### config.mk
export PLATFORM = sky130hd
export DESIGN_NAME = accel_ctrl_regs
export DESIGN_NICKNAME = d
export VERILOG_FILES = /design/src/accel_ctrl_pkg.sv /design/src/accel_ctrl_regs.sv
export SDC_FILE = /design/constraint.sdc
export NUM_CORES = 1
export LEC_CHECK = 0
export ABC_CLOCK_PERIOD_IN_PS = 2000
export BUFFER_PORTS_ARGS = -buffer_cell sky130_fd_sc_hd__buf_2
export CORE_ASPECT_RATIO = 0.6
export CORE_MARGIN = 5
export CORE_UTILIZATION = 30
export CTS_CLUSTER_DIAMETER = 100
export DETAILED_ROUTE_END_ITERATION = 6
export GPL_ROUTABILITY_DRIVEN = 0
export GPL_TIMING_DRIVEN = 0
export REMOVE_ABC_BUFFERS = 1
export SLEW_MARGIN = 0
export SYNTH_ARGS = -nofsm -noshare
export SYNTH_HDL_FRONTEND = slang
export SYNTH_SLANG_ARGS = --single-unit
### constraint.sdc
create_clock -name clock -period 2 [get_ports clock]
set_input_delay 0.2 -clock clock [delete_from_list [all_inputs] [get_ports clock]]
set_output_delay 0.2 -clock clock [all_outputs]
set_load 0.01 [all_outputs]
### src/accel_ctrl_pkg.sv
//
// Purpose: constants and types for the motion sensor control register bank
// Assumes: 8-bit register port with byte addresses as printed
// Notes:   field positions and reset values live here only
//
package accel_ctrl_pkg;

	// -------------------------------------------------------------
	// register offsets
	// -------------------------------------------------------------
	localparam logic [7:0] IRQ_STYLE_SELFTEST_CTRL = 8'h22;
	localparam logic [7:0] FIRST_PIN_ROUTING = 8'h23;
	localparam logic [7:0] SECOND_PIN_ROUTING = 8'h24;
	localparam logic [7:0] FILTER_RANGE_CTRL = 8'h25;
	localparam logic [7:0] TEMPERATURE_BYTE = 8'h26;

	// -------------------------------------------------------------
	// reset values and writable masks
	// -------------------------------------------------------------
	localparam logic [7:0] CTRL_RESET = 8'h00;
	localparam logic [7:0] STYLE_MASK = 8'hFB;
	localparam logic [7:0] PIN_A_MASK = 8'hB7;
	localparam logic [7:0] PIN_B_MASK = 8'hFF;
	localparam logic [7:0] FILTER_MASK = 8'hF8;

	// -------------------------------------------------------------
	// field positions
	// -------------------------------------------------------------
	localparam int SELF_CHECK_LSB = 6;
	localparam int PAD_DRIVE_BIT = 5;
	localparam int LATCH_BIT = 4;
	localparam int POLARITY_BIT = 3;
	localparam int TRIG_SRC_BIT = 1;
	localparam int GO_BIT = 0;
	localparam int BANDWIDTH_LSB = 6;
	localparam int RANGE_LSB = 4;
	localparam int FILTER_PATH_BIT = 3;

	// -------------------------------------------------------------
	// decoded settings
	// -------------------------------------------------------------
	typedef enum logic [1:0] {
		CHECK_NORMAL = 2'h0,
		CHECK_POSITIVE = 2'h1,
		CHECK_NEGATIVE = 2'h2,
		CHECK_UNDEFINED = 2'h3
	} self_check_t;

	// cutoff codes: 0 first stage only, 1 rate/4, 2 rate/10, 3 rate/20
	typedef enum logic [1:0] {
		CUT_FIRST_ONLY = 2'h0,
		CUT_DIV4 = 2'h1,
		CUT_DIV10 = 2'h2,
		CUT_DIV20 = 2'h3
	} cutoff_t;

	localparam logic [11:0] FIRST_CUT_P1_HZ = 12'hC80;
	localparam logic [11:0] FIRST_CUT_P2_HZ = 12'h2D0;
	localparam logic [11:0] FIRST_CUT_P3_HZ = 12'h168;
	localparam logic [11:0] FIRST_CUT_P4_HZ = 12'h0B4;
	localparam logic [4:0] RANGE_2G = 5'h02;
	localparam logic [4:0] RANGE_4G = 5'h04;
	localparam logic [4:0] RES_LOW = 5'h0C;
	localparam logic [4:0] RES_HIGH = 5'h0E;

	// routed event sources
	typedef struct packed {
		logic orient;
		logic wakeup;
		logic freefall;
		logic bufFull;
		logic bufLevel;
		logic sampleReady;
		logic sleepLevel;
		logic sleepChange;
		logic trimLoad;
		logic tempReady;
		logic bufOverrun;
	} events_t;

	// filter and range settings handed to the datapath
	typedef struct packed {
		logic highPass;
		cutoff_t cutoff;
		logic [11:0] firstCutHz;
		logic [4:0] rangeG;
		logic [4:0] resolution;
	} filter_cfg_t;

endpackage

### src/accel_ctrl_regs.sv
//
// Purpose: control register bank with interrupt pad shaping
// Assumes: byte register port synchronous to clock, one access per cycle
// Notes:   event inputs are one-cycle pulses or levels from the engines
`timescale 1ns/1ps
module accel_ctrl_regs (
	input wire logic clock,
	input wire logic rst,
	input wire logic regWrite,
	input wire logic regRead,
	input wire logic [7:0] regAddr,
	input wire logic [7:0] regWdata,
	output logic [7:0] regRdata,
	input wire logic [1:0] power_profile,
	input wire logic [7:0] tempByte,
	input wire accel_ctrl_pkg::events_t events,
	input wire logic resultStored,
	input wire logic irq_pin_b_in,
	output logic oneshotStart,
	output accel_ctrl_pkg::self_check_t self_check_sel,
	output accel_ctrl_pkg::filter_cfg_t filterCfg,
	output logic irq_pin_a_out,
	output logic irq_pin_a_oe_n,
	output logic irq_pin_b_out,
	output logic irq_pin_b_oe_n
);
	import accel_ctrl_pkg::*;

	// -------------------------------------------------------------
	// register state
	// -------------------------------------------------------------
	logic [7:0] styleReg;
	logic [7:0] pinARoute;
	logic [7:0] pinBRoute;
	logic [7:0] filterReg;
	logic [7:0] tempHold;
	logic pinBPrev;
	logic pinALatched;
	logic pinBLatched;
	logic busy;

	logic pad_drive_type;
	logic latch_irq;
	logic irq_polarity;
	logic oneshot_trigger_src;
	logic oneshot_go;
	assign pad_drive_type = styleReg[PAD_DRIVE_BIT];
	assign latch_irq = styleReg[LATCH_BIT];
	assign irq_polarity = styleReg[POLARITY_BIT];
	assign oneshot_trigger_src = styleReg[TRIG_SRC_BIT];
	assign oneshot_go = styleReg[GO_BIT];

	function automatic logic hit(input logic [7:0] a, input logic [7:0] o);
		hit = regWrite && (a == o);
	endfunction

	// -------------------------------------------------------------
	// control registers
	// -------------------------------------------------------------
	// go bit: hardware clear on result, host set wins in the same cycle
	always_ff @(posedge clock or posedge rst) begin
		if (rst) begin
			styleReg <= CTRL_RESET;
		end else begin
			if (hit(regAddr, IRQ_STYLE_SELFTEST_CTRL)) begin
				styleReg <= regWdata & STYLE_MASK;
			end else if (resultStored && busy) begin
				styleReg[GO_BIT] <= 1'b0;
			end
		end
	end

	always_ff @(posedge clock or posedge rst) begin
		if (rst) begin
			pinARoute <= CTRL_RESET;
		end else if (hit(regAddr, FIRST_PIN_ROUTING)) begin
			pinARoute <= regWdata & PIN_A_MASK;
		end
	end

	always_ff @(posedge clock or posedge rst) begin
		if (rst) begin
			pinBRoute <= CTRL_RESET;
		end else if (hit(regAddr, SECOND_PIN_ROUTING)) begin
			pinBRoute <= regWdata & PIN_B_MASK;
		end
	end

	always_ff @(posedge clock or posedge rst) begin
		if (rst) begin
			filterReg <= CTRL_RESET;
		end else if (hit(regAddr, FILTER_RANGE_CTRL)) begin
			filterReg <= regWdata & FILTER_MASK;
		end
	end

	// -------------------------------------------------------------
	// one-shot conversion
	// -------------------------------------------------------------
	logic pinBRise;
	logic goWritten;
	logic startNow;
	assign pinBRise = irq_pin_b_in && !pinBPrev;
	// a write that sets source and go together starts at once
	assign goWritten = hit(regAddr, IRQ_STYLE_SELFTEST_CTRL) &&
	    regWdata[GO_BIT] && regWdata[TRIG_SRC_BIT];
	// the pad edge only counts while the source bit selects it
	assign startNow = goWritten || (!oneshot_trigger_src && pinBRise);

	// resets to the pad's idle low level, so no false edge after reset
	always_ff @(posedge clock or posedge rst) begin
		if (rst) begin
			pinBPrev <= 1'b0;
		end else begin
			pinBPrev <= irq_pin_b_in;
		end
	end

	// further triggers ignored until the result is stored
	always_ff @(posedge clock or posedge rst) begin
		if (rst) begin
			busy <= 1'b0;
		end else if (!busy) begin
			busy <= startNow;
		end else if (resultStored) begin
			busy <= 1'b0;
		end
	end

	always_ff @(posedge clock or posedge rst) begin
		if (rst) begin
			oneshotStart <= 1'b0;
		end else begin
			oneshotStart <= startNow && !busy;
		end
	end

	// -------------------------------------------------------------
	// decoded settings
	// -------------------------------------------------------------
	// high-pass path has no first-stage-only code; 00 acts as 01
	function automatic cutoff_t cutoffCode(input logic hp,
	    input logic [1:0] bw);
		if (hp && bw == 2'h0) begin
			cutoffCode = CUT_DIV4;
		end else begin
			cutoffCode = cutoff_t'(bw);
		end
	endfunction

	function automatic logic [11:0] firstCut(input logic [1:0] prof);
		unique case (prof)
			2'h0: firstCut = FIRST_CUT_P1_HZ;
			2'h1: firstCut = FIRST_CUT_P2_HZ;
			2'h2: firstCut = FIRST_CUT_P3_HZ;
			2'h3: firstCut = FIRST_CUT_P4_HZ;
		endcase
	endfunction

	filter_cfg_t next_filterCfg;
	always_comb begin
		next_filterCfg.highPass = filterReg[FILTER_PATH_BIT];
		next_filterCfg.cutoff = cutoffCode(filterReg[FILTER_PATH_BIT],
		    filterReg[BANDWIDTH_LSB +: 2]);
		next_filterCfg.firstCutHz = firstCut(power_profile);
		next_filterCfg.resolution = (power_profile == 2'h0) ? RES_LOW
		    : RES_HIGH;
		// upper range codes are not defined; treat as widest range
		next_filterCfg.rangeG = (filterReg[RANGE_LSB +: 2] == 2'h0)
		    ? RANGE_2G : RANGE_4G;
	end

	always_ff @(posedge clock or posedge rst) begin
		if (rst) begin
			self_check_sel <= CHECK_NORMAL;
		end else begin
			self_check_sel <= self_check_t'(styleReg[SELF_CHECK_LSB +: 2]);
		end
	end

	always_ff @(posedge clock or posedge rst) begin
		if (rst) begin
			filterCfg <= '0;
		end else begin
			filterCfg <= next_filterCfg;
		end
	end

	// -------------------------------------------------------------
	// interrupt pads
	// -------------------------------------------------------------
	logic pinASrc;
	logic pinBSrc;
	assign pinASrc = |({events.orient, events.wakeup, events.freefall,
	    events.bufFull, events.bufLevel, events.sampleReady}
	    & {pinARoute[7], pinARoute[5:4], pinARoute[2:0]});
	assign pinBSrc = |({events.sleepLevel, events.sleepChange,
	    events.trimLoad, events.tempReady, events.bufOverrun,
	    events.bufFull, events.bufLevel, events.sampleReady}
	    & pinBRoute);

	logic readTemp;
	assign readTemp = regRead && regAddr == TEMPERATURE_BYTE;

	// latched request clears when the host reads the temperature-free
	// style register; a new event in the same cycle keeps it set
	logic latchClear;
	assign latchClear = regRead && regAddr == IRQ_STYLE_SELFTEST_CTRL;

	always_ff @(posedge clock or posedge rst) begin
		if (rst) begin
			pinALatched <= 1'b0;
		end else begin
			pinALatched <= latch_irq && (pinASrc ||
			    (pinALatched && !latchClear));
		end
	end

	always_ff @(posedge clock or posedge rst) begin
		if (rst) begin
			pinBLatched <= 1'b0;
		end else begin
			pinBLatched <= latch_irq && (pinBSrc ||
			    (pinBLatched && !latchClear));
		end
	end

	logic pinAActive;
	logic pinBActive;
	assign pinAActive = latch_irq ? (pinASrc || pinALatched) : pinASrc;
	assign pinBActive = latch_irq ? (pinBSrc || pinBLatched) : pinBSrc;

	// pad level after polarity, shared by both pads
	function automatic logic padLevel(input logic active, input logic pol);
		padLevel = active ^ pol;
	endfunction

	// open drain only pulls the wire low, so it releases whenever the pad level is high
	always_ff @(posedge clock or posedge rst) begin
		if (rst) begin
			irq_pin_a_out <= 1'b0;
			irq_pin_a_oe_n <= 1'b0;
		end else begin
			irq_pin_a_out <= padLevel(pinAActive, irq_polarity);
			irq_pin_a_oe_n <= pad_drive_type &&
			    padLevel(pinAActive, irq_polarity);
		end
	end

	always_ff @(posedge clock or posedge rst) begin
		if (rst) begin
			irq_pin_b_out <= 1'b0;
			irq_pin_b_oe_n <= 1'b0;
		end else begin
			irq_pin_b_out <= padLevel(pinBActive, irq_polarity);
			irq_pin_b_oe_n <= pad_drive_type &&
			    padLevel(pinBActive, irq_polarity);
		end
	end

	// -------------------------------------------------------------
	// readback
	// -------------------------------------------------------------
	always_ff @(posedge clock or posedge rst) begin
		if (rst) begin
			tempHold <= CTRL_RESET;
		end else if (!readTemp) begin
			tempHold <= tempByte;
		end
	end

	always_ff @(posedge clock or posedge rst) begin
		if (rst) begin
			regRdata <= CTRL_RESET;
		end else if (regRead) begin
			unique case (regAddr)
				IRQ_STYLE_SELFTEST_CTRL: regRdata <= styleReg;
				FIRST_PIN_ROUTING: regRdata <= pinARoute;
				SECOND_PIN_ROUTING: regRdata <= pinBRoute;
				FILTER_RANGE_CTRL: regRdata <= filterReg;
				TEMPERATURE_BYTE: regRdata <= tempHold;
				default: regRdata <= CTRL_RESET;
			endcase
		end
	end

endmodule

; ---- Yosys cells after proc, flatten, opt, wreduce, memory -nomap -nowiden
; Cells that the tools add are included.
[classes]
mux = 11
n_eq_ne = 8
bitwise_logic = 4
n_reduce_logical = 34
[ops]
columns = cell, n
row1 = $pmux 12 s4, 1
row2 = $eq 8x6->1 const B, 5
row3 = $pmux 8 s5, 1
row4 = $logic_and 1x1->1, 19
row5 = $and 8x8->8, 1
row6 = $reduce_or 8->1, 1
row7 = $and 6x6->6, 1
row8 = $logic_not 2->1, 3
row9 = $mux 1, 6
row10 = $reduce_or 6->1, 1
row11 = $logic_or 1x1->1, 5
row12 = $eq 2x2->1 const B, 2
row13 = $logic_not 1->1, 4
row14 = $mux 2, 2
row15 = $mux 3, 1
row16 = $eq 2x1->1 const B, 1
row17 = $reduce_bool 2->1, 1
row18 = $xor 1x1->1, 2
[word_totals]
output_inout_bits = 40
reg_bits = 74
in_bits = 43
word_cells = 79

; ---- Logic depth before layout (Yosys ltp)
; Gate-level depths: netlist of run 1.
[logic_depth]
word_depth = 6
depth_mapped = 5
depth_no_buf = 4

; ---- Worst setup path after synthesis of run 1
; No wires, ideal clock.
[synth_timing]
path_type = input port to flip-flop
startpoint = in regAddr[3]
endpoint = reg styleReg[0]
cell_stages = 4
setup_ns = 0.125
path_buffers = 0
setup_slack_ns = 0.288
arrival_ns = 1.587
required_ns = 1.875
cell_sequence = or4b_4 > nor4b_4 > nand2_4 > mux2_2
[synth_via]
elab_chain_cells = 3
word_cells_on_any_way = 4
classes_between = 1 x eq/ne / 1 x mux / 2 x reduce/logical
[synth_rtl]
columns = element, line_no
row1 = start: declaration, accel_ctrl_regs.sv:11  ; input wire logic [7:0] regAddr,
row2 = $eq 8x6->1 *, accel_ctrl_regs.sv:54  ; hit = regWrite && (a == o);
row3 = $logic_and 1x1->1 *, accel_ctrl_regs.sv:54
row4 = $mux 1 / $reduce_bool 2->1 (equally long branches), --
row5 = end signal: assignment, accel_ctrl_regs.sv:66  ; styleReg <= regWdata & STYLE_MASK;
row6 = end: declaration, accel_ctrl_regs.sv:32  ; logic [7:0] styleReg;
; Mark *: on every way between the ends. The rest lies on a longest branch, timed or not.
; A chain may end at the register's enable or synchronous reset.

; ---- Worst setup path in the final report of run 1
[layout_timing]
startpoint = in regAddr[1]
endpoint = reg tempHold[5]
[layout_via]
elab_chain_cells = 2
[layout_rtl]
columns = element, line_no
row1 = $eq 8x6->1, accel_ctrl_regs.sv:203  ; assign readTemp = regRead && regAddr == TEMPERATURE_BYTE;
row2 = $logic_and 1x1->1, accel_ctrl_regs.sv:203
row3 = end signal: assignment, accel_ctrl_regs.sv:268  ; tempHold <= tempByte;
row4 = end: declaration, accel_ctrl_regs.sv:36  ; logic [7:0] tempHold;
; Every way passes these cells.

==> results of run 1 <==
[cell usage after synthesis (3+ instances only)]
cell       instances  area [sq um]
clkbuf_1           5          18.8
nand2_1            6          22.5
o2bb2ai_1          5          43.8
mux2_2            39           439
nand4_1            3          18.8
nor2b_1            4          25.0
a21boi_0           3          22.5
mux2i_1            6          60.1
and2_1             3          18.8
o21a_1             3          22.5
and3_1             3          18.8
nor2_1             8          30.0
a22oi_1           15           113
dfrtp_1           68          1700
o22ai_1            5          31.3
buf_4             10          75.1
ha_1               6          75.1
inv_1             12          45.0
a31oi_1            3          18.8
[worst reg2reg max path, delay by kind of cell, from the launching register on]
family             cells  cell delay, ns
AOI/OAI and AO/OA      2            0.50
and+or+nand+nor        2            0.38
DFF                    1            0.38
[power by group]
| part | leakage, nW | internal, mW | switching, mW |
|---|---|---|---|
| sequential | 0.890 | 1.45 | 0.0398 |
| combinational | 0.841 | 0.127 | 0.169 |
| clock | 0.140 | 0.919 | 0.521 |
| total | 1.87 | 2.50 | 0.730 |
[cells by family (layout without fill, tap and decap cells)]
group	after synthesis	count (layout)
DFF	68	68
muxes	45	45
xor gates and xnor gates	1	1
and+or+nand+nor	39	39
buffers and inverters	30	104
AOI/OAI and AO/OA	37	37
adders and majority gates	6	6
other	2	8
[per-stage QoR]
step           cell area, sq um  total power [mW]  std cells  setup TNS [ns]
5_1_grt                    3740              3.38        443               0
3_5_place_dp               3440              1.81        426           -3.84
4_1_cts                    3730              3.28        441               0
6_report                   3740              3.23        443               0
3_3_place_gp               3440              1.81        426          -54.33
2_1_floorplan              2890              1.65        216               0
[cell type report]
cell class | count | share of cell area
inverters | 12 | 0.0127
repair buffers | 78 | 0.107
clock buffers | 12 | 0.0712
flip-flops and latches | 68 | 0.455
clock inverters | 2 | 0.00267
well taps | 135 | 0.0451
multi-input cells | 136 | 0.307
[final timing paths]
path                       slack (ns)                          end
min in group clock               0.05               busy$_DFF_PP0_
max in group asynchronous        1.42      filterCfg[24]$_DFF_PP0_
max reg2reg                      0.64     irq_pin_b_oe_n$_DFF_PP0_
min                              0.03  self_check_sel[0]$_DFF_PP0_
min reg2reg                      0.40  self_check_sel[1]$_DFF_PP0_
max                              0.18      tempHold[5]$_DFFE_PP0N_
[routing by layer]
metal / GRT usage / share of wire / wire, microns / vias to the layer above
li1: - / - / - / 953
met1: 0.182 / 0.47 / 3540 / 1023
met2: 0.187 / 0.44 / 3280 / 64
met3: 0.0565 / 0.082 / 617 / 9
met4: 0.0426 / 0.011 / 82 / 0
met5: 0 / 0 / 0 / -
[state kept, by name, indices dropped and copies added (netlist names), 2 cells and up]
register        flops
regRdata            8
filterReg           5
tempHold            8
self_check_sel      2
filterCfg          15
styleReg            7
pinBRoute           8
pinARoute           6
[timing repair]
item | in CTS | in global routing
resized for setup | 0 | 0
endpoints found under the hold margin | 1 | 0
hold buffers | 1 | 0
buffers inserted | 0 | 2
endpoints found under the setup margin | 0 | 8
==> run summary, run 1 <==
==========================================================================================
Max capacitance violation total                                                          0
Final worst-path setup slack                                                      0.177 ns
TritonCTS clock tree                                                                 built
Detailed Route Iter0 Violations                                                         77
Core Rows                                                                               28
Share of the synthesized netlist area taken by xor and xnor gates                  0.00294
Post-DP HPWL                                                                  5650 microns
Commonest register cell after synthesis                                            dfrtp_1
First-pass GRT wire length                                                    11800 microns
Initial antenna violation count                                                          0
Cell type of the slowest stage on the worst timing path                            nor2b_1
Synth Cell Area                                                               0.00298 sq mm
Final Util                                                                           0.383
Mux contribution to synthesized area                                                 0.168
Power density over the cells                                                   862 mW/mm^2
Crit end category                                                                flip-flop
Synthesis-to-layout area growth                                                      25.6%
Height of the die                                                             87.2 microns
Reg2Reg Launch Point                                                          pinBRoute[4]$_DFFE_PP0P_
Top delay family on crit path                                                 simple AND/OR/NAND/NOR gates
Slew of the pin with the lowest slew margin                                       0.826 ns
Slowest Stage Delay on Critical Path                                               0.62 ns
Cell chain of the critical path                                               buf_2, nor2b_1, and3_1, mux2_2
Net count of the finished layout                                                       354
Clock-pin transition on the worst setup and hold timing paths                      0.05 ns
Overall die area                                                              0.0121 sq mm
Warnings, synthesis                                                                      0
Total Routing Usage GR                                                               0.132
Number of global-route vias before repair                                             2109
Total number of clock tree sinks                                                        68
Arrival time of data at the critical path endpoint                                 2.04 ns
First drt pass iteration count                                                           4
Total length of routed wires                                                  7520 microns
Die extent in x                                                                139 microns
Register Area                                                                 0.00170 sq mm
Worst-case headroom to the max-slew limit                                            0.450
CP Max Fanout                                                                           12
Cells after Synth                                                                      228
Cells on worst reg2reg path                                                              4
Inserted Diodes                                                                          0
Source-to-sink clock delay at the later pin of the worst-skew pair                 0.33 ns
Clk root buf                                                                     clkbuf_16
Count of pins over their slew limit                                                      0
Clock H-tree levels                                                                      3
Leakage                                                                            1.87 nW
Setup WS pre-CTS                                                                 -0.301 ns
Count of flip-flops with a built-in enable after synthesis                               0
Final setup violation count                                                              0
DRC violations left                                                                      0
Most common library cell in the layout ignoring fill and taps                        buf_2
Clock Path Buffers                                                                       2
Per-cell routed wire length                                                   17.0 microns
Maximum number of pins on one net before global-route repair                            69
IO buf count                                                                            75
Area taken by multi-input logic gates                                         0.00115 sq mm
Number of storage elements in the synthesis netlist                                     68
Crit path launch type                                                           input port
Initial core utilization                                                             0.305
Fill cell count                                                                        981
Final-layout worst hold slack                                                    0.0339 ns
Combinational family with the most area after synthesis                       multiplexers
Combined buffer and inverter count along the critical path                               1
Final count of hold timing violations                                                    0
Fraction of registers with async set or reset after synthesis                         1.00
Compound-Gate Fraction of Synth Area                                                0.0928
RSZ-0062 raised after global routing                                                    no
Simple-gate share of the synthesized area                                           0.0865
Synth cell types                                                                        36
CP Launch Point                                                                 regAddr[1]
Outcome                                                                       finished, final reports clean
Critical path required time                                                        2.21 ns
Peak ir drop on the vdd network                                                 0.000402 V
Vias per Instance                                                                     4.63
Commonest cells after routing, fill and taps aside                            buf_2 (75), dfrtp_1 (68), mux2_2 (39)
Standard cell core area                                                       0.00977 sq mm
Share of synthesized cell area in full adder, half adder and majority cells         0.0252
Mean cell area of the mapped netlist                                            13.1 sq um
Remaining antenna violation count                                                        0
Number of vias after detailed routing                                                 2049
Clock period minus worst slack                                                     1.82 ns
Class of the worst hold path                                                  input port to asynchronous set/reset pin
Sequential area share after synthesis                                                0.571
Fraction of layout cells with a size suffix above 1                                  0.445
CTS buffer count                                                                         9
Final worst clock skew                                                          0.00563 ns
Fin crit share                                                                       0.912
Count of boundary I/O pins                                                              83
Critical setup path kind                                                      input port to flip-flop
Levels on crit path                                                                      4
Overflow left after global routing                                                       0
Highest Clock Rate                                                                 548 MHz
==========================================================================================
Power figures use the tool's default switching activity.
==> run 2, diff against run 1 <==
--- a/config.mk
+++ b/config.mk
@@ -15,6 +15,7 @@
 export GPL_ROUTABILITY_DRIVEN = 0
 export GPL_TIMING_DRIVEN = 0
 export REMOVE_ABC_BUFFERS = 1
+export SETUP_SLACK_MARGIN = 0.2
 export SLEW_MARGIN = 0
 export SYNTH_ARGS = -nofsm -noshare
 export SYNTH_HDL_FRONTEND = slang
==> constraint.sdc (replaced) <==
create_clock -name clock -period 2 [get_ports clock]
set_input_delay 0.2 -clock clock [delete_from_list [all_inputs] [get_ports clock]]
set_output_delay 0.2 -clock clock [all_outputs]
set_load 0.05 [all_outputs]
==> run 2 against run 1 <==
Worst setup slack improved by 0.12 ns. Hold slack improved by 0.0056 ns. Clock skew barely moved. Register-to-register slack barely moved. Core utilization barely moved. Sequential power barely moved. Clock-buffer cell count did not move. Global-route usage fell by 0.060 points. Flip-flop and latch count did not move. Via count fell by 0.24%. Critical path type unchanged.
==> run summary, run 2 (synthesis gave the netlist of run 1 again) <==
=================================================================================
CTS buffer count                                                                9
Leakage                                                                   1.87 nW
Arrival time of data at the critical path endpoint                        1.91 ns
Max capacitance violation total                                                 0
Clock H-tree levels                                                             3
Standard cell core area                                              0.00977 sq mm
Clock Path Buffers                                                              2
Register Area                                                        0.00170 sq mm
Final count of hold timing violations                                           0
Outcome                                                              finished, final reports clean
Power density over the cells                                          901 mW/mm^2
Initial antenna violation count                                                 0
Clock-pin transition on the worst setup and hold timing paths             0.05 ns
Vias per Instance                                                            4.62
Critical path required time                                               2.21 ns
Area taken by multi-input logic gates                                0.00115 sq mm
Number of vias after detailed routing                                        2044
Slowest Stage Delay on Critical Path                                      0.48 ns
Reg2Reg Launch Point                                                 pinBRoute[4]$_DFFE_PP0P_
Slew of the pin with the lowest slew margin                              0.830 ns
Source-to-sink clock delay at the later pin of the worst-skew pair        0.33 ns
Fraction of layout cells with a size suffix above 1                         0.453
Detailed Route Iter0 Violations                                                73
Overall die area                                                     0.0121 sq mm
Per-cell routed wire length                                          16.8 microns
Die extent in x                                                       139 microns
Initial core utilization                                                    0.305
CP Launch Point                                                        regAddr[7]
Worst-case headroom to the max-slew limit                                   0.447
Clock period minus worst slack                                            1.70 ns
Commonest cells after routing, fill and taps aside                   buf_2 (75), dfrtp_1 (68), mux2_2 (39)
Total power                                                               3.37 mW
Class of the worst hold path                                         input port to asynchronous set/reset pin
Cell type of the slowest stage on the worst timing path                    and3_1
Overflow left after global routing                                              0
Total number of clock tree sinks                                               68
First drt pass iteration count                                                  4
Total length of routed wires                                         7440 microns
Sum of negative setup slack                                                  0 ns
Core Rows                                                                      28
IO buf count                                                                   75
Count of pins over their slew limit                                             0
Final setup violation count                                                     0
Clk root buf                                                            clkbuf_16
Crit path launch type                                                  input port
DRC violations left                                                             0
Fin crit share                                                              0.850
Max FFs per register                                                           15
Total Routing Usage GR                                                      0.131
Remaining antenna violation count                                               0
Number of global-route vias before repair                                    2121
Height of the die                                                    87.2 microns
Library cell appearing most often on the critical path                     and3_1
Net count of the finished layout                                              353
Most common library cell in the layout ignoring fill and taps               buf_2
First-pass GRT wire length                                           11800 microns
R2R Setup Slk                                                             0.65 ns
Final Instance Area                                                  0.00374 sq mm
Synthesis-to-layout area growth                                             25.6%
Final worst clock skew                                                 0.00539 ns
RSZ-0062 raised after global routing                                           no
Crit end category                                                       flip-flop
Cells on worst reg2reg path                                                     4
CP Max Fanout                                                                   8
TritonCTS clock tree                                                        built
Highest Clock Rate                                                        588 MHz
Inserted Diodes                                                                 0
Instance area after placement                                        0.00344 sq mm
Critical setup path kind                                             input port to flip-flop
Fill cell count                                                               981
Count of boundary I/O pins                                                     83
Maximum number of pins on one net before global-route repair                   69
Number of placed cells counting well taps                                     426
Final non-filler cell total                                                   442
Top reg by flops                                                        filterCfg
Peak ir drop on the vdd network                                        0.000395 V
Cell chain of the critical path                                      buf_2, nor4_1, and3_1, and3_1, mux2_2
Post-DP HPWL                                                         5650 microns
=================================================================================
==> run 2: changes by cell type in the layout (fill, tap and decap cells not counted), sizes merged <==
cell,before,now
buf,77,76
==> run 2: worst paths after layout <==
check | to
worst max-delay path | pinBRoute[5]$_DFFE_PP0P_
worst min-delay path | filterCfg[2]$_DFF_PP0_
worst max register to register | irq_pin_b_oe_n$_DFF_PP0_
worst min register to register | self_check_sel[1]$_DFF_PP0_
max in group asynchronous | filterCfg[24]$_DFF_PP0_
min in group clock | busy$_DFF_PP0_
==> run 2: layout make-up <==
cell class | count | share of cell area
Clock buffer | 12 | 0.0712
Clock inverter | 2 | 0.00268
Inverter | 12 | 0.0127
Multi-Input combinational cell | 136 | 0.308
Sequential cell | 68 | 0.455
Tap cell | 135 | 0.0452
Timing Repair Buffer | 77 | 0.105
==> run 2: critical path, delay by kind of cell <==
kind	cells	cell delay [ns]
buffers and inverters	1	0.14
AND/OR/NAND/NOR	3	1.17
multiplexers	1	0.39
==> run 2: what timing repair did <==
item                                   in CTS  in global routing
gates cloned                                0                  0
setup endpoints to repair                   9                 14
pin swaps                                   1                  0
buffers inserted                            1                  0
gates resized for setup                     1                  2
endpoints found under the hold margin       1                  0
hold buffers                                1                  0
==> run 2: power by group <==
group / internal, mW / switching [mW]
combinational: 0.128 / 0.314
sequential: 1.45 / 0.0398
clock: 0.919 / 0.518
total: 2.50 / 0.871
==> run 2: metal layers <==
metal | vias to the layer above | track usage | wire length (microns) | part of all wire
met3 | 12 | 0.0565 | 610 | 0.082
met5 | - | 0 | 0 | 0
met4 | 0 | 0.0426 | 108 | 0.015
met1 | 1011 | 0.179 | 3520 | 0.47
li1 | 952 | - | - | -
met2 | 69 | 0.188 | 3200 | 0.43
==> run 2: per-stage QoR <==
stage / utilization / hold slack [ns] / worst slack [ns]
2_1_floorplan: - / 0.231 / 0.0885
3_3_place_gp: 0.352 / 0.328 / -0.760
3_5_place_dp: 0.352 / 0.334 / -0.301
4_1_cts: 0.382 / 0.0411 / 0.276
5_1_grt: 0.383 / 0.0683 / 0.238
6_report: 0.383 / 0.0395 / 0.300
==> run 3, diff against run 2 <==
--- a/config.mk
+++ b/config.mk
@@ -5,7 +5,7 @@
 export SDC_FILE = /design/constraint.sdc
 export NUM_CORES = 1
 export LEC_CHECK = 0
-export ABC_CLOCK_PERIOD_IN_PS = 2000
+export ABC_CLOCK_PERIOD_IN_PS = 1500
 export BUFFER_PORTS_ARGS = -buffer_cell sky130_fd_sc_hd__buf_2
 export CORE_ASPECT_RATIO = 0.6
 export CORE_MARGIN = 5
==> constraint.sdc (replaced) <==
create_clock -name clock -period 1.5 [get_ports clock]
set_input_delay 0.15 -clock clock [delete_from_list [all_inputs] [get_ports clock]]
set_output_delay 0.15 -clock clock [all_outputs]
set_load 0.05 [all_outputs]
==> run 3 against run 2 <==
The run now ends with negative hold slack left. Core utilization rose by 2.1 points. Total power rose by 35%. Clock skew about the same. Non-clock buffer count up 7. Combinational power grew 43%.
==> run summary, run 3 (synthesis gave the netlist of run 1 again) <==
=================================================================================
Outcome                                                              complete, but fails checks
Violated checks                                                      negative hold slack
Die extent in x                                                       139 microns
Initial antenna violation count                                                 0
Clock period minus worst slack                                            1.43 ns
Fill cell count                                                               958
Slew of the pin with the lowest slew margin                              0.832 ns
Net count of the finished layout                                              360
Final count of hold timing violations                                           6
Clock Path Buffers                                                              2
Remaining antenna violation count                                               0
Class of the worst hold path                                         input port to asynchronous set/reset pin
Detailed Route Iter0 Violations                                               112
Inserted Diodes                                                                 0
Number of global-route vias before repair                                    2144
CP Max Fanout                                                                   7
Vias per Instance                                                            4.67
Total Routing Usage GR                                                      0.134
Overall die area                                                     0.0121 sq mm
Final worst-path setup slack                                            0.0672 ns
Per-cell routed wire length                                          17.6 microns
Setup WS pre-CTS                                                        -0.751 ns
Number of vias after detailed routing                                        2097
Critical setup path kind                                             input port to flip-flop
Count of pins over their slew limit                                             0
CTS buffer count                                                                9
Worst-case headroom to the max-slew limit                                   0.445
Cell type of the slowest stage on the worst timing path                    or4b_4
Number of placed cells counting well taps                                     426
Reg2Reg Launch Point                                                 pinBRoute[4]$_DFFE_PP0P_
Synthesis-to-layout area growth                                             32.5%
Max capacitance violation total                                                 0
Core Rows                                                                      28
RSZ-0062 raised after global routing                                          yes
Count of boundary I/O pins                                                     83
Fraction of layout cells with a size suffix above 1                         0.503
Initial core utilization                                                    0.305
First-pass GRT wire length                                           12000 microns
Most common library cell in the layout ignoring fill and taps               buf_2
IO buf count                                                                   75
Source-to-sink clock delay at the later pin of the worst-skew pair        0.33 ns
Power density over the cells                                         1150 mW/mm^2
Total length of routed wires                                         7920 microns
Fin crit share                                                              0.955
DRC violations left                                                             0
Overflow left after global routing                                              0
Highest Clock Rate                                                        698 MHz
Cell chain of the critical path                                      buf_6, or4b_4, nor4b_4, buf_6, nand2_8, mux2_4
Area taken by multi-input logic gates                                0.00127 sq mm
Library cell appearing most often on the critical path                      buf_6
Crit end category                                                       flip-flop
TritonCTS clock tree                                                        built
Register Area                                                        0.00170 sq mm
Cells on worst reg2reg path                                                     5
Maximum number of pins on one net before global-route repair                   69
Slowest Stage Delay on Critical Path                                      0.57 ns
Final setup violation count                                                     0
Clk root buf                                                            clkbuf_16
Commonest cells after routing, fill and taps aside                   buf_2 (71), dfrtp_1 (68), mux2_2 (29)
First drt pass iteration count                                                  4
Peak ir drop on the vdd network                                        0.000539 V
Critical path required time                                               1.71 ns
Final-layout worst hold slack                                          -0.0109 ns
Final worst clock skew                                                 0.00558 ns
Leakage                                                                   1.94 nW
Clock-pin transition on the worst setup and hold timing paths             0.05 ns
Sum of negative setup slack                                                  0 ns
Reg-to-reg endpoint                                                  irq_pin_b_out$_DFF_PP0_
Height of the die                                                    87.2 microns
Crit path launch type                                                  input port
Top reg by flops                                                        filterCfg
Total number of clock tree sinks                                               68
R2R Setup Slk                                                             0.18 ns
Final non-filler cell total                                                   449
Arrival time of data at the critical path endpoint                        1.64 ns
Max FFs per register                                                           15
Standard cell core area                                              0.00977 sq mm
Post-DP HPWL                                                         5650 microns
Clock H-tree levels                                                             3
=================================================================================
==> run 3: layout make-up <==
| class | instances | share of cell area |
|---|---|---|
| Tap cell | 135 | 0.0428 |
| Clock inverter | 2 | 0.00254 |
| Timing Repair Buffer | 84 | 0.121 |
| Clock buffer | 12 | 0.0675 |
| Inverter | 12 | 0.0120 |
| Multi-Input combinational cell | 136 | 0.323 |
| Sequential cell | 68 | 0.431 |
==> run 3: what timing repair did <==
action,CTS,global route
endpoints found under the hold margin,2,0
endpoints found under the setup margin,43,42
gates cloned,0,0
setup buffers,4,3
hold buffers,2,0
gates resized for setup,16,24
pin swaps,7,10
==> run 3: power by group <==
group	internal, mW	switching (mW)	leakage [nW]
Sequential	1.93	0.0573	0.890
Clock	1.23	0.698	0.140
Combinational	0.197	0.434	0.912
==> run 3: worst max-delay path by stage <==
stage	from	to	slack (ns)	depth (start not counted)
floorplan	rst	busy$_DFF_PP0_	-0.36	1
global placement	rst	tempHold[5]$_DFFE_PP0N_	-1.21	2
detailed placement	regAddr[1]	styleReg[0]$_DFFE_PP0P_	-0.75	5
CTS	regAddr[3]	styleReg[0]$_DFFE_PP0P_	0.08	6
global route	regAddr[3]	styleReg[0]$_DFFE_PP0P_	0.03	6
finish	regAddr[3]	styleReg[0]$_DFFE_PP0P_	0.07	6
==> run 3: per-stage QoR <==
step	utilization	hold WS [ns]	instance area, sq um	power (mW)
floorplan	-	0.181	2890	2.39
global placement	0.352	0.278	3440	2.60
detailed placement	0.352	0.284	3440	2.61
CTS	0.391	0.0189	3830	4.58
global route	0.404	0.0503	3950	4.75
finish	0.404	-0.0109	3950	4.55
==> run 3: layer usage <==
layer | wire length [microns] | vias up | GRT usage
met5 | 0 | - | 0
met4 | 82 | 0 | 0.0426
met3 | 651 | 10 | 0.0560
met2 | 3530 | 70 | 0.192
met1 | 3660 | 1047 | 0.185
li1 | - | 970 | -
==> run 3: critical path: cells and delay by family <==
| family | cells | cell delay [ns] |
|---|---|---|
| simple gates | 3 | 0.90 |
| mux | 1 | 0.31 |
| buf+inv | 2 | 0.27 |
